## src/include/mdrsb_map.vh

```
// Constants of the motion drive read-only status register bank.
//
// Function
// - Analog command scaled signed sixteen bits.
// - Analog command includes configured offset.
// - Program line sixteen bits, lines 1-62.
// - Current command in 0.01 ampere units.
// - Group one: distance updated at move end.
// - Group two: distance tracks during move.
// - Encoder count cleared by set command zero.
// - Fault register is 32-bit code word.
// - Sensor position captured at input condition.
// - Absolute position zero at every power-up.
// - Condition bit n weighs two to n.
// - False shown by condition bit zero clear.
// - Group one I/O: index, inputs, three outputs.
// - Input bit one open; output one closed.
// - Group two I/O: inputs, four outputs, index 12.
// - Small I/O: index, step, dir, enable, out.
// - Remaining I/O: four inputs, two outputs, index 14.
// - Analog inputs raw counts 0 to 32760.
// - Jog state codes zero through four.
// - Cleanup state lasts one 62 us cycle.
// - Short registers 16 bits, long 32.
// - Loads into read-only registers are ignored.
`ifndef MDRSB_MAP_VH
`define MDRSB_MAP_VH

// Numeric register indices, first letter code and last letter code.
`define MDRSB_IDX_ANALOG_CMD 8'h31
`define MDRSB_IDX_PROG_LINE 8'h32
`define MDRSB_IDX_CURRENT_CMD 8'h33
`define MDRSB_IDX_REL_DIST 8'h34
`define MDRSB_IDX_ENCODER 8'h35
`define MDRSB_IDX_FAULT 8'h36
`define MDRSB_IDX_SENSOR_POS 8'h37
`define MDRSB_IDX_COND 8'h38
`define MDRSB_IDX_IO 8'h39
`define MDRSB_IDX_AIN_ONE 8'h3a
`define MDRSB_IDX_AIN_TWO 8'h3b
`define MDRSB_IDX_ABS_POS 8'h3c
`define MDRSB_IDX_MODE 8'h3d
`define MDRSB_IDX_JOG_STATE 8'h3e
`define MDRSB_IDX_P2P_STATE 8'h3f
`define MDRSB_LETTER_FIRST 8'h61
`define MDRSB_LETTER_LAST 8'h6f

// Condition flag bit positions.
`define MDRSB_COND_TRUE 0
`define MDRSB_COND_ZERO 1
`define MDRSB_COND_POS 2
`define MDRSB_COND_NEG 3
`define MDRSB_COND_GT 4
`define MDRSB_COND_LT 5
`define MDRSB_COND_EQ 6
`define MDRSB_COND_NE 7

// Drive variant codes.
`define MDRSB_VAR_GROUP_ONE 2'h0
`define MDRSB_VAR_GROUP_TWO 2'h1
`define MDRSB_VAR_SMALL 2'h2
`define MDRSB_VAR_REMAIN 2'h3

// Jog state codes.
`define MDRSB_JOG_WAIT 3'h0
`define MDRSB_JOG_RUN 3'h1
`define MDRSB_JOG_FAST 3'h2
`define MDRSB_JOG_STOP 3'h3
`define MDRSB_JOG_CLEAN 3'h4

// Timing: clock rate and cleanup time.
`define MDRSB_CLK_MHZ 100
`define MDRSB_CLEANUP_NS 62000
`define MDRSB_CLEANUP_CYC ((`MDRSB_CLEANUP_NS * `MDRSB_CLK_MHZ) / 1000)

`endif

```

## src/hw/mdrsb_status_bank.v

```verilog
// Read-only status register bank of a motion drive.
`timescale 1ns/1ns
`include "mdrsb_map.vh"

module mdrsb_status_bank #(
   parameter CLEANUP_CYCLES = `MDRSB_CLEANUP_CYC
) (
   input wire clk,
   input wire nrst,
   input wire [1:0] variantSel,
   input wire programmable,
   // Host serial command port.
   input wire uploadReq,
   input wire byLetter,
   input wire [7:0] regCode,
   input wire loadReq,
   output reg [31:0] uploadData,
   output reg uploadLong,
   output reg uploadValid,
   output reg uploadError,
   output reg loadIgnored,
   // Host commands that set positions.
   input wire setEncoderCountCmd,
   input wire [31:0] setEncoderValue,
   input wire setPositionCmd,
   input wire [31:0] setPositionValue,
   // Drive core values, same clock.
   input wire [15:0] analogCmdRaw,
   input wire [15:0] analogOffsetCmd,
   input wire [5:0] programLine,
   input wire [15:0] currentCmd,
   input wire [31:0] faultCode,
   input wire [15:0] analogInOneRaw,
   input wire [15:0] analogInTwoRaw,
   input wire [15:0] operatingModeCmd,
   input wire [15:0] positioningState,
   input wire [3:0] outputClosed,
   input wire motorStep,
   input wire motorDir,
   input wire relMoveStart,
   input wire relMoveDone,
   input wire sensorMoveActive,
   input wire condStrobe,
   input wire [31:0] condFirst,
   input wire [31:0] condSecond,
   input wire jogStart,
   input wire jogFastStop,
   input wire jogStop,
   input wire jogStopped,
   // Drive pins, asynchronous.
   input wire encA,
   input wire encB,
   input wire indexInput,
   input wire sensorInput,
   input wire [7:0] inputOpen,
   input wire stepInput,
   input wire dirInput,
   input wire enableInput,
   output wire [2:0] jogState
);

   // ========================================
   // Pin synchronisers
   // ========================================
   wire [14:0] pinRaw;
   reg [14:0] pinMeta;
   reg [14:0] pinSync;
   reg [14:0] pinLast;
   assign pinRaw = {enableInput, dirInput, stepInput, inputOpen, sensorInput, indexInput,
                    encB, encA};

   // Two flip-flops before any logic, then a history stage for edges.
   always @(posedge clk or negedge nrst) begin
      if (!nrst) begin
         pinMeta <= 15'h0000;
         pinSync <= 15'h0000;
         pinLast <= 15'h0000;
      end else begin
         pinMeta <= pinRaw;
         pinSync <= pinMeta;
         pinLast <= pinSync;
      end
   end

   wire sIndex = pinSync[2];
   wire [7:0] sIn = pinSync[11:4];
   wire sStep = pinSync[12];
   wire sDir = pinSync[13];
   wire sEn = pinSync[14];

   // ========================================
   // Absolute position, relative distance, sensor capture
   // ========================================
   reg [31:0] absPos;
   reg [31:0] moveStartPos;
   reg [31:0] relDist;
   reg moveActive;
   reg [15:0] sensorPos;
   // Next position, distance so far and the synchronised sensor edge.
   wire [31:0] next_absPos = motorStep ? (motorDir ? absPos - 32'h0000_0001 :
                             absPos + 32'h0000_0001) : absPos;
   wire [31:0] travelled = next_absPos - moveStartPos;
   wire continuousVariant = (variantSel != `MDRSB_VAR_GROUP_ONE);
   wire sensorEdge = pinSync[3] & ~pinLast[3];

   // Position counts steps; a host set overrides a step in the same cycle.
   always @(posedge clk or negedge nrst) begin
      if (!nrst) begin
         absPos <= 32'h0000_0000;
         moveStartPos <= 32'h0000_0000;
         relDist <= 32'h0000_0000;
         moveActive <= 1'b0;
         sensorPos <= 16'h0000;
      end else begin
         absPos <= setPositionCmd ? setPositionValue : next_absPos;
         if (relMoveStart) begin
            moveStartPos <= absPos;
            moveActive <= 1'b1;
            if (continuousVariant) begin
               relDist <= 32'h0000_0000;
            end
         end else if (moveActive) begin
            if (continuousVariant) begin
               relDist <= travelled;
            end
            if (relMoveDone) begin
               moveActive <= 1'b0;
               relDist <= travelled;
            end
         end
         if (sensorMoveActive && sensorEdge) begin
            sensorPos <= absPos[15:0];
         end
      end
   end

   // ========================================
   // Quadrature encoder counter
   // ========================================
   reg [31:0] encCount;
   // One phase change is one count; up when new A differs from old B.
   wire encStep = (pinSync[0] ^ pinLast[0]) ^ (pinSync[1] ^ pinLast[1]);
   wire encUp = pinSync[0] ^ pinLast[1];

   // A set command, such as zero, wins over a count in the same cycle.
   always @(posedge clk or negedge nrst) begin
      if (!nrst) begin
         encCount <= 32'h0000_0000;
      end else if (setEncoderCountCmd) begin
         encCount <= setEncoderValue;
      end else if (encStep) begin
         encCount <= encUp ? encCount + 32'h0000_0001 : encCount - 32'h0000_0001;
      end
   end

   // ========================================
   // Condition flags
   // ========================================
   reg [7:0] condFlags;
   reg [7:0] next_condFlags;

   // Compare the first value with zero and with the second value.
   always @* begin
      next_condFlags = 8'h00;
      next_condFlags[`MDRSB_COND_TRUE] = (condFirst != 32'h0000_0000);
      next_condFlags[`MDRSB_COND_ZERO] = (condFirst == 32'h0000_0000);
      next_condFlags[`MDRSB_COND_POS] = ~condFirst[31] & (condFirst != 32'h0000_0000);
      next_condFlags[`MDRSB_COND_NEG] = condFirst[31];
      next_condFlags[`MDRSB_COND_GT] = $signed(condFirst) > $signed(condSecond);
      next_condFlags[`MDRSB_COND_LT] = $signed(condFirst) < $signed(condSecond);
      next_condFlags[`MDRSB_COND_EQ] = (condFirst == condSecond);
      next_condFlags[`MDRSB_COND_NE] = (condFirst != condSecond);
   end

   always @(posedge clk or negedge nrst) begin
      if (!nrst) begin
         condFlags <= 8'h00;
      end else if (condStrobe) begin
         condFlags <= next_condFlags;
      end
   end

   // ========================================
   // Packed I/O word per variant
   // ========================================
   reg [15:0] ioWord;

   // Input bits are the pin level (one means open); outputs are one when closed.
   always @* begin
      ioWord = 16'h0000;
      case (variantSel)
         `MDRSB_VAR_GROUP_ONE: begin
            ioWord[0] = sIndex;
            ioWord[7:1] = sIn[6:0];
            ioWord[10:8] = outputClosed[2:0];
         end
         `MDRSB_VAR_GROUP_TWO: begin
            ioWord[7:0] = sIn;
            ioWord[11:8] = outputClosed;
            ioWord[12] = sIndex;
         end
         `MDRSB_VAR_SMALL: begin
            ioWord[0] = sIndex;
            ioWord[1] = sStep;
            ioWord[2] = sDir;
            ioWord[3] = sEn;
            ioWord[8] = outputClosed[0];
         end
         default: begin
            ioWord[3:0] = sIn[3:0];
            ioWord[9:8] = outputClosed[1:0];
            ioWord[14] = sIndex;
         end
      endcase
   end

   // ========================================
   // Jog motion state machine
   // ========================================
   localparam [31:0] CLEAN_LAST_FULL = CLEANUP_CYCLES - 1;
   localparam [12:0] CLEAN_LAST = CLEAN_LAST_FULL[12:0];
   reg [2:0] jogCur;
   reg [2:0] next_jogCur;
   reg [12:0] cleanCount;
   assign jogState = jogCur;

   always @* begin
      next_jogCur = jogCur;
      case (jogCur)
         `MDRSB_JOG_WAIT: begin
            if (jogStart) begin
               next_jogCur = `MDRSB_JOG_RUN;
            end
         end
         `MDRSB_JOG_RUN: begin
            if (jogFastStop) begin
               next_jogCur = `MDRSB_JOG_FAST;
            end else if (jogStop) begin
               next_jogCur = `MDRSB_JOG_STOP;
            end
         end
         `MDRSB_JOG_FAST, `MDRSB_JOG_STOP: begin
            if (jogStopped) begin
               next_jogCur = `MDRSB_JOG_CLEAN;
            end
         end
         `MDRSB_JOG_CLEAN: begin
            if (cleanCount == CLEAN_LAST) begin
               next_jogCur = `MDRSB_JOG_WAIT;
            end
         end
         default: begin
            next_jogCur = `MDRSB_JOG_WAIT;
         end
      endcase
   end

   // Cleanup counter runs only inside the cleanup state.
   always @(posedge clk or negedge nrst) begin
      if (!nrst) begin
         jogCur <= `MDRSB_JOG_WAIT;
         cleanCount <= 13'h0000;
      end else begin
         jogCur <= next_jogCur;
         cleanCount <= (jogCur == `MDRSB_JOG_CLEAN) ? cleanCount + 13'h0001 : 13'h0000;
      end
   end

   // ========================================
   // Host upload port
   // ========================================
   wire [7:0] regIndex;
   wire [15:0] analogCmd;
   reg [31:0] selValue;
   reg selLong;
   reg selHit;

   assign regIndex = byLetter ? (regCode - `MDRSB_LETTER_FIRST + `MDRSB_IDX_ANALOG_CMD) :
                     regCode;
   assign analogCmd = analogCmdRaw + analogOffsetCmd;

   always @* begin
      selValue = 32'h0000_0000;
      selLong = 1'b0;
      selHit = 1'b1;
      if (byLetter && (regCode < `MDRSB_LETTER_FIRST || regCode > `MDRSB_LETTER_LAST)) begin
         selHit = 1'b0;
      end else begin
         case (regIndex)
            `MDRSB_IDX_ANALOG_CMD: selValue[15:0] = analogCmd;
            `MDRSB_IDX_PROG_LINE: selValue[5:0] = programmable ? programLine : 6'h00;
            `MDRSB_IDX_CURRENT_CMD: selValue[15:0] = currentCmd;
            `MDRSB_IDX_REL_DIST: begin
               selValue = relDist;
               selLong = 1'b1;
            end
            `MDRSB_IDX_ENCODER: begin
               selValue = encCount;
               selLong = 1'b1;
            end
            `MDRSB_IDX_FAULT: begin
               selValue = faultCode;
               selLong = 1'b1;
            end
            `MDRSB_IDX_SENSOR_POS: selValue[15:0] = sensorPos;
            `MDRSB_IDX_COND: selValue[7:0] = condFlags;
            `MDRSB_IDX_IO: selValue[15:0] = ioWord;
            `MDRSB_IDX_AIN_ONE: selValue[15:0] = analogInOneRaw;
            `MDRSB_IDX_AIN_TWO: selValue[15:0] = analogInTwoRaw;
            `MDRSB_IDX_ABS_POS: begin
               selValue = absPos;
               selLong = 1'b1;
            end
            `MDRSB_IDX_MODE: selValue[15:0] = operatingModeCmd;
            `MDRSB_IDX_JOG_STATE: selValue[2:0] = jogCur;
            `MDRSB_IDX_P2P_STATE: selValue[15:0] = positioningState;
            default: selHit = 1'b0;
         endcase
      end
   end

   // One snapshot per upload; data stands until the next upload.
   always @(posedge clk or negedge nrst) begin
      if (!nrst) begin
         uploadData <= 32'h0000_0000;
         uploadLong <= 1'b0;
         uploadValid <= 1'b0;
         uploadError <= 1'b0;
         loadIgnored <= 1'b0;
      end else begin
         uploadValid <= uploadReq & selHit;
         uploadError <= uploadReq & ~selHit;
         loadIgnored <= loadReq & selHit;
         if (uploadReq) begin
            uploadData <= selHit ? selValue : 32'h0000_0000;
            uploadLong <= selHit & selLong;
         end
      end
   end

endmodule // mdrsb_status_bank

```

## config.mk

```make
export PLATFORM = sky130hd
export DESIGN_NAME = mdrsb_status_bank
export DESIGN_NICKNAME = d
export VERILOG_FILES = /design/src/hw/mdrsb_status_bank.v
export VERILOG_INCLUDE_DIRS = /design/src /design/src/include
export SDC_FILE = /design/constraint.sdc
export NUM_CORES = 1
export LEC_CHECK = 0
export BUFFER_PORTS_ARGS = -buffer_cell sky130_fd_sc_hd__buf_4
export CAP_MARGIN = 20
export CORE_MARGIN = 3
export CORE_UTILIZATION = 25
export CTS_BUF_LIST = sky130_fd_sc_hd__clkbuf_4
export CTS_CLUSTER_SIZE = 10
export DETAILED_ROUTE_END_ITERATION = 6
export SLEW_MARGIN = 25
export SYNTH_ARGS = -nofsm -noshare
export SYNTH_HDL_FRONTEND = slang
export SYNTH_SLANG_ARGS = --single-unit
```

## constraint.sdc

```tcl
create_clock -name clk -period 13.35 [get_ports clk]
set_input_delay 1.335 -clock clk [delete_from_list [all_inputs] [get_ports clk]]
set_output_delay 1.335 -clock clk [all_outputs]
set_load 0.02 [all_outputs]
```

== Word-level counts from Yosys, hierarchy flattened ==
Cells that the tools add are included.
Widths: inputs -> output; s select.

* $add $sub $neg: 9
* Magnitude comparators: 4
* Equal/unequal tests: 29
* Muxes and demuxes: 40
* Bitwise logic cells: 13
* Reduce and logical (&&, ||, !) cells: 18

{| class="wikitable"
|+ Operators by type and width
! cell !! number
|-
| $mux 32 || 13
|-
| $eq 8x6->1 const B || 15
|-
| $pmux 8 s12 || 1
|-
| $add 32x1->32 const B || 2
|-
| $pmux 16 s4 || 1
|-
| $sub 32x1->32 const B || 2
|-
| $pmux 3 s15 || 1
|-
| $pmux 3 s14 || 1
|-
| $eq 32x32->1 || 1
|-
| $gt 32x32->1 || 1
|-
| $logic_not 32->1 || 1
|-
| $lt 32x32->1 || 1
|-
| $ne 32x32->1 || 1
|-
| $reduce_bool 32->1 || 1
|-
| $sub 32x32->32 || 1
|-
| $pmux 2 s13 || 1
|-
| $add 16x16->16 || 1
|-
| $pmux 4 s2 || 2
|-
| $mux 3 || 5
|-
| $reduce_or 15->1 || 1
|-
| $add 13x1->13 const B || 1
|-
| $eq 13x13->1 const B || 1
|-
| $mux 13 || 1
|-
| $pmux 3 s4 || 1
|-
| other kinds (29) || 56
|}

* Register bits: 239
* Input port bits: 325
* Output and inout bits: 39
* Logic and storage cells: 130

== Depth between registers and ports, before layout ==
* Depth after elaboration: 9
* Mapped depth: 19
* Mapped depth without buffers: 19

== Worst setup path after synthesis ==
Ideal clock, no wire load.

* Path type: in2reg
* From: input port motorDir
* To: register relDist[31]
* Data arrival time: 5.530 ns
* Setup slack: 7.740 ns
* Cell stages on the path: 19
* Buffers on the path: 0
* Cells stage by stage: fa_1 -> a21o_1 -> a21oi_1 -> o21a_1 -> o31ai_4 -> a211oi_2 -> o21ai_0 -> xor2_1 -> mux2_2 -> ha_1 -> a211o_1 -> a31oi_1 -> o21ai_1 -> or3_1 -> o21ai_2 -> a32oi_1 -> a311o_1 -> or2_2 -> o211ai_2

* Longest elaborated chain between the ends: 7

{| class="wikitable"
|+ RTL lines
! element !! line !! RTL
|-
| start, declared || mdrsb_status_bank.v:39 || <nowiki>input wire motorDir,</nowiki>
|-
| $mux 32 (*) (2 in a row) || mdrsb_status_bank.v:100 || <nowiki>wire [31:0] next_absPos = motorStep ? (motorDir ? absPos - 32'h0000_0001 :</nowiki>
|-
| $sub 32x32->32 (*) || mdrsb_status_bank.v:102 || <nowiki>wire [31:0] travelled = next_absPos - moveStartPos;</nowiki>
|-
| $mux 32 || mdrsb_status_bank.v:123 || <nowiki>if (continuousVariant) begin</nowiki>
|-
| $mux 32 (*) || mdrsb_status_bank.v:126 || <nowiki>if (relMoveDone) begin</nowiki>
|-
| $mux 32 (*) || mdrsb_status_bank.v:122 || <nowiki>end else if (moveActive) begin</nowiki>
|-
| $mux 32 (*) || mdrsb_status_bank.v:116 || <nowiki>if (relMoveStart) begin</nowiki>
|-
| end signal, assigned || mdrsb_status_bank.v:124 || <nowiki>relDist <= travelled;</nowiki>
|-
| end signal, assigned || mdrsb_status_bank.v:128 || <nowiki>relDist <= travelled;</nowiki>
|-
| end, declared || mdrsb_status_bank.v:96 || <nowiki>reg [31:0] relDist;</nowiki>
|}

Mark *: on every way between the ends. The rest lies on a longest branch, timed or not. The select of a mux whose other input is x is not followed.
A chain may end at the register's enable or synchronous reset.

== Final worst setup path ==
Ends and elaborated chain as after synthesis.

==> run_summary.xml <==
<?xml version="1.0" encoding="UTF-8"?>
<metrics>
  <group name="drt">
    <metric name="avgRoutedWirePerCell" unit="µm">20.55</metric>
    <metric name="wl" unit="mm">67.45</metric>
    <metric name="detail_route.drc_violations" unit="">0</metric>
    <metric name="postRouteAntennaNets" unit="">0</metric>
    <metric name="detailroute.via_count" unit="">16620</metric>
    <metric name="drt_pass1_iterations" unit="">6</metric>
    <metric name="initialDrtViolationCount" unit="">1295</metric>
    <metric name="via_per_inst" unit="">5.061</metric>
  </group>
  <group name="die">
    <metric name="die_w" unit="µm">269.3</metric>
    <metric name="boundary_pins" unit="">364</metric>
    <metric name="core_area" unit="µm²">67990</metric>
    <metric name="start_util" unit="%">25.50</metric>
    <metric name="die_h" unit="µm">269.3</metric>
    <metric name="num_rows" unit="">95</metric>
    <metric name="die_area" unit="µm²">72550</metric>
  </group>
  <group name="placed_design">
    <metric name="post_dp_cell_area" unit="µm²">21170</metric>
    <metric name="globalplace.congestion" unit="">0.9086</metric>
    <metric name="buffer_ports.inserted" unit="">363</metric>
    <metric name="dp_hpwl" unit="mm">53.19</metric>
    <metric name="post-place-cells" unit="">3155</metric>
  </group>
  <group name="worst_setup_path">
    <metric name="worstPathArrival" unit="ps">6320</metric>
    <metric name="timing.critical_path.fanout_max" unit="">35</metric>
    <metric name="crit_required" unit="ps">14080</metric>
    <metric name="critical_path.endpoint_type" unit="">register</metric>
    <metric name="path_class" unit="">in2reg</metric>
    <metric name="setup.worst_path.start_class" unit="">input port</metric>
  </group>
  <group name="global_route">
    <metric name="first_global_vias" unit="">16670</metric>
    <metric name="antenna_violations_before_repair" unit="">12</metric>
    <metric name="overflow" unit="">0</metric>
    <metric name="global_route_wire_length_before_repair" unit="mm">100.7</metric>
    <metric name="groute.usage.overall" unit="%">18.04</metric>
    <metric name="grt_max_degree" unit="">111</metric>
  </group>
  <group name="sta">
    <metric name="clock_skew" unit="ps">68.44</metric>
    <metric name="hold_viol_final" unit="">0</metric>
    <metric name="timing.final.setup_violations" unit="">0</metric>
    <metric name="min_period_over_period" unit="%">41.92</metric>
    <metric name="max_slew_margin" unit="%">31.81</metric>
    <metric name="max_slew.worst_pin.slew" unit="ps">1019</metric>
    <metric name="totalNegativeSetupSlack" unit="ps">0</metric>
    <metric name="max_freq" unit="GHz">0.1787</metric>
    <metric name="unrepaired_setup_endpoints_after_global_routing" unit="">false</metric>
    <metric name="final.min_clock_period" unit="ps">5596</metric>
    <metric name="timing_max_transition_violations_final" unit="">0</metric>
    <metric name="fin_hold_ws" unit="ps">311.3</metric>
  </group>
  <group name="synthesis">
    <metric name="synth.yosys.warnings" unit="">0</metric>
    <metric name="synth_seq_cells" unit="">238</metric>
    <metric name="synth_fp_nets" unit="">2395</metric>
    <metric name="synth.yosys.seq_area_share" unit="%">34.35</metric>
    <metric name="synth_area" unit="µm²">17340</metric>
    <metric name="synth_ff_type" unit="">sky130_fd_sc_hd__dfrtp_1</metric>
    <metric name="syn_area_per_cell" unit="µm²">9.007</metric>
    <metric name="synthCells" unit="">1925</metric>
    <metric name="share_of_flip_flops_with_an_asynchronous_set_or_reset" unit="%">100.0</metric>
    <metric name="number_of_enable_type_register_cells_in_the_synthesized_netlist" unit="">0</metric>
    <metric name="ys_types" unit="">88</metric>
  </group>
  <group name="cts">
    <metric name="clock_tree.root_cell" unit="">sky130_fd_sc_hd__clkbuf_4</metric>
    <metric name="h-tree-depth" unit="">3</metric>
    <metric name="max-clock-path-buffers" unit="">3</metric>
    <metric name="cts_hold_repair.buffers" unit="">0</metric>
    <metric name="worst_setup_hold_path_clk_slew" unit="ps">60</metric>
    <metric name="tritoncts_num_sinks" unit="">238</metric>
    <metric name="cts_inserted_buffers" unit="">72</metric>
    <metric name="cts_resized" unit="">0</metric>
    <metric name="tritoncts_clock_tree" unit="">built</metric>
    <metric name="post-cts-setup-buffers" unit="">0</metric>
    <metric name="insertion_delay" unit="ps">810</metric>
  </group>
  <group name="cells_and_area">
    <metric name="syn_to_final_growth" unit="%">27.27</metric>
    <metric name="num-fill-cells" unit="">7214</metric>
    <metric name="final-instance-count-excl-fill" unit="">3283</metric>
    <metric name="final_layout_size_suffix_gt1_share" unit="%">26.47</metric>
    <metric name="layout.cell_area.non_filler" unit="µm²">22070</metric>
    <metric name="fin_nets" unit="">2778</metric>
  </group>
  <group name="worst_hold_path">
    <metric name="min-delay-path-class" unit="">reg2reg</metric>
  </group>
  <group name="power">
    <metric name="leakage_power" unit="µW">0.01023</metric>
    <metric name="power_per_cell_area" unit="nW/µm²">157.6</metric>
    <metric name="vdd_drop_max" unit="V">0.00006374</metric>
  </group>
  <group name="run_status">
    <metric name="status" unit="">finished, final reports clean</metric>
  </group>
  <group name="flow_run">
    <metric name="maxCapViolCount" unit="">0</metric>
  </group>
</metrics>
[worst max-delay path, stage by stage]
cell and delay (ps):
sky130_fd_sc_hd__buf_4 370, sky130_fd_sc_hd__ha_1 360, sky130_fd_sc_hd__a21o_1 200, sky130_fd_sc_hd__a21oi_1 300
sky130_fd_sc_hd__o21a_1 230, sky130_fd_sc_hd__o31ai_4 110, sky130_fd_sc_hd__a211oi_2 310, sky130_fd_sc_hd__o21ai_0 150
sky130_fd_sc_hd__xor2_1 160, sky130_fd_sc_hd__mux2_2 290, sky130_fd_sc_hd__ha_1 360, sky130_fd_sc_hd__a211o_1 310
sky130_fd_sc_hd__a31oi_1 210, sky130_fd_sc_hd__o21ai_1 130, sky130_fd_sc_hd__or3_1 360, sky130_fd_sc_hd__o21ai_2 160
sky130_fd_sc_hd__a32oi_1 140, sky130_fd_sc_hd__a311o_1 390, sky130_fd_sc_hd__or2_2 280, sky130_fd_sc_hd__o211ai_2 140
[layer usage]
| metal | GRT usage, % | wire, µm |
|---|---|---|
| met5 | 0 | 126 |
| met1 | 22.55 | 28840 |
| met2 | 29.74 | 31520 |
| met4 | 5.681 | 1597 |
| met3 | 5.557 | 5375 |
[Yosys cell counts (41+ instances only)]
cell	count	area, µm²
sky130_fd_sc_hd__ha_1	141	1764
sky130_fd_sc_hd__a21o_1	75	563.0
sky130_fd_sc_hd__xnor2_1	52	455.4
sky130_fd_sc_hd__clkbuf_1	56	210.2
sky130_fd_sc_hd__mux2_2	87	979.7
sky130_fd_sc_hd__inv_1	112	420.4
sky130_fd_sc_hd__xor2_1	41	359.1
sky130_fd_sc_hd__o21ai_0	137	685.7
sky130_fd_sc_hd__nand2_1	174	653.1
sky130_fd_sc_hd__a21oi_1	152	760.7
sky130_fd_sc_hd__nor2_1	104	390.4
sky130_fd_sc_hd__dfrtp_1	238	5956
[through the flow]
step           utilization (%)  total power [µW]  setup WS (ps)
2_1_floorplan                -              2261           7740
3_3_place_gp             31.14              2740           7014
3_5_place_dp             31.14              2757           7022
4_1_cts                  32.45              3511           7928
5_1_grt                  32.45              3783           7573
6_report                 32.45              3478           7754
[worst paths after layout]
kind / end / slack [ps] / from / cells after the start
setup / recovery: relDist[31] / 7750 / motorDir / 20
hold reg to reg: pinSync[9] / 310 / pinMeta[9] / 0
hold / removal: pinSync[9] / 310 / pinMeta[9] / 0
setup reg to reg: relDist[31] / 8000 / absPos[0] / 19
max in group asynchronous: encCount[30] / 11210 / nrst / 2
min in group asynchronous: pinMeta[13] / 630 / nrst / 1
[final cells by class]
cell class	count	area, µm²	share of cell area (%)
sequential	238	5956	26.99
inverter	112	420.4	1.905
clock buffer	97	728.2	3.300
timing repair buffer	387	2913	13.20
antenna	1	2.502	0.01134
multi-input combinational	1497	10730	48.64
clock inverter	30	161.4	0.7315
tap	921	1152	5.222
[state kept, by name (all words and copies together), names as in the netlist, 3 cells and up]
| name | flops |
|---|---|
| pinLast | 3 |
| cleanCount | 13 |
| condFlags | 8 |
| uploadData | 32 |
| moveStartPos | 32 |
| encCount | 32 |
| absPos | 32 |
| jogState | 3 |
| pinMeta | 15 |
| sensorPos | 16 |
| relDist | 32 |
| pinSync | 15 |
[power by group]
| group | leakage, µW | internal, µW | switching (µW) | total [µW] |
|---|---|---|---|---|
| clock network | 0.000522 | 360 | 361 | 720 |
| logic | 0.00677 | 776 | 935 | 1710 |
| registers | 0.00293 | 874 | 172 | 1050 |
[cell usage in the layout, fill, tap and decap left out, types with 8 or more instances in the layout]
cell type,instances
sky130_fd_sc_hd__nand2_1,174
sky130_fd_sc_hd__o21ai_0,137
sky130_fd_sc_hd__a211oi_1,14
sky130_fd_sc_hd__o211ai_1,8
sky130_fd_sc_hd__xor2_1,41
sky130_fd_sc_hd__and3_1,15
sky130_fd_sc_hd__nor2_1,104
sky130_fd_sc_hd__or2_2,10
sky130_fd_sc_hd__nor3_1,15
sky130_fd_sc_hd__nor3_2,8
sky130_fd_sc_hd__a221oi_1,11
sky130_fd_sc_hd__nand2b_1,29
sky130_fd_sc_hd__a31oi_1,19
sky130_fd_sc_hd__clkbuf_4,97
sky130_fd_sc_hd__mux2i_1,9
sky130_fd_sc_hd__a222oi_1,40
sky130_fd_sc_hd__or3_1,13
sky130_fd_sc_hd__xnor2_1,51
sky130_fd_sc_hd__inv_1,112
sky130_fd_sc_hd__o21a_1,17
sky130_fd_sc_hd__a22o_1,16
sky130_fd_sc_hd__a21oi_1,152
sky130_fd_sc_hd__nand3_1,39
sky130_fd_sc_hd__o31ai_1,17
sky130_fd_sc_hd__ha_1,141
sky130_fd_sc_hd__a22oi_1,39
sky130_fd_sc_hd__mux2_2,87
sky130_fd_sc_hd__nor2b_1,19
sky130_fd_sc_hd__buf_4,386
sky130_fd_sc_hd__nand4_1,26
sky130_fd_sc_hd__o21bai_1,12
sky130_fd_sc_hd__nor4_1,21
sky130_fd_sc_hd__a21o_1,75
sky130_fd_sc_hd__and2_1,12
sky130_fd_sc_hd__clkinv_1,21
sky130_fd_sc_hd__dfrtp_1,238
sky130_fd_sc_hd__nand3b_1,8
[cell families after synthesis]
kind of cell    synth area share [%]
simple gates                   15.00
flops                          34.35
fa+ha+maj                      10.64
buf+inv                        4.258
xor+xnor                       4.698
compound gates                 24.82
mux                            6.235
Note: power is estimated with default switching activity, not from simulation.
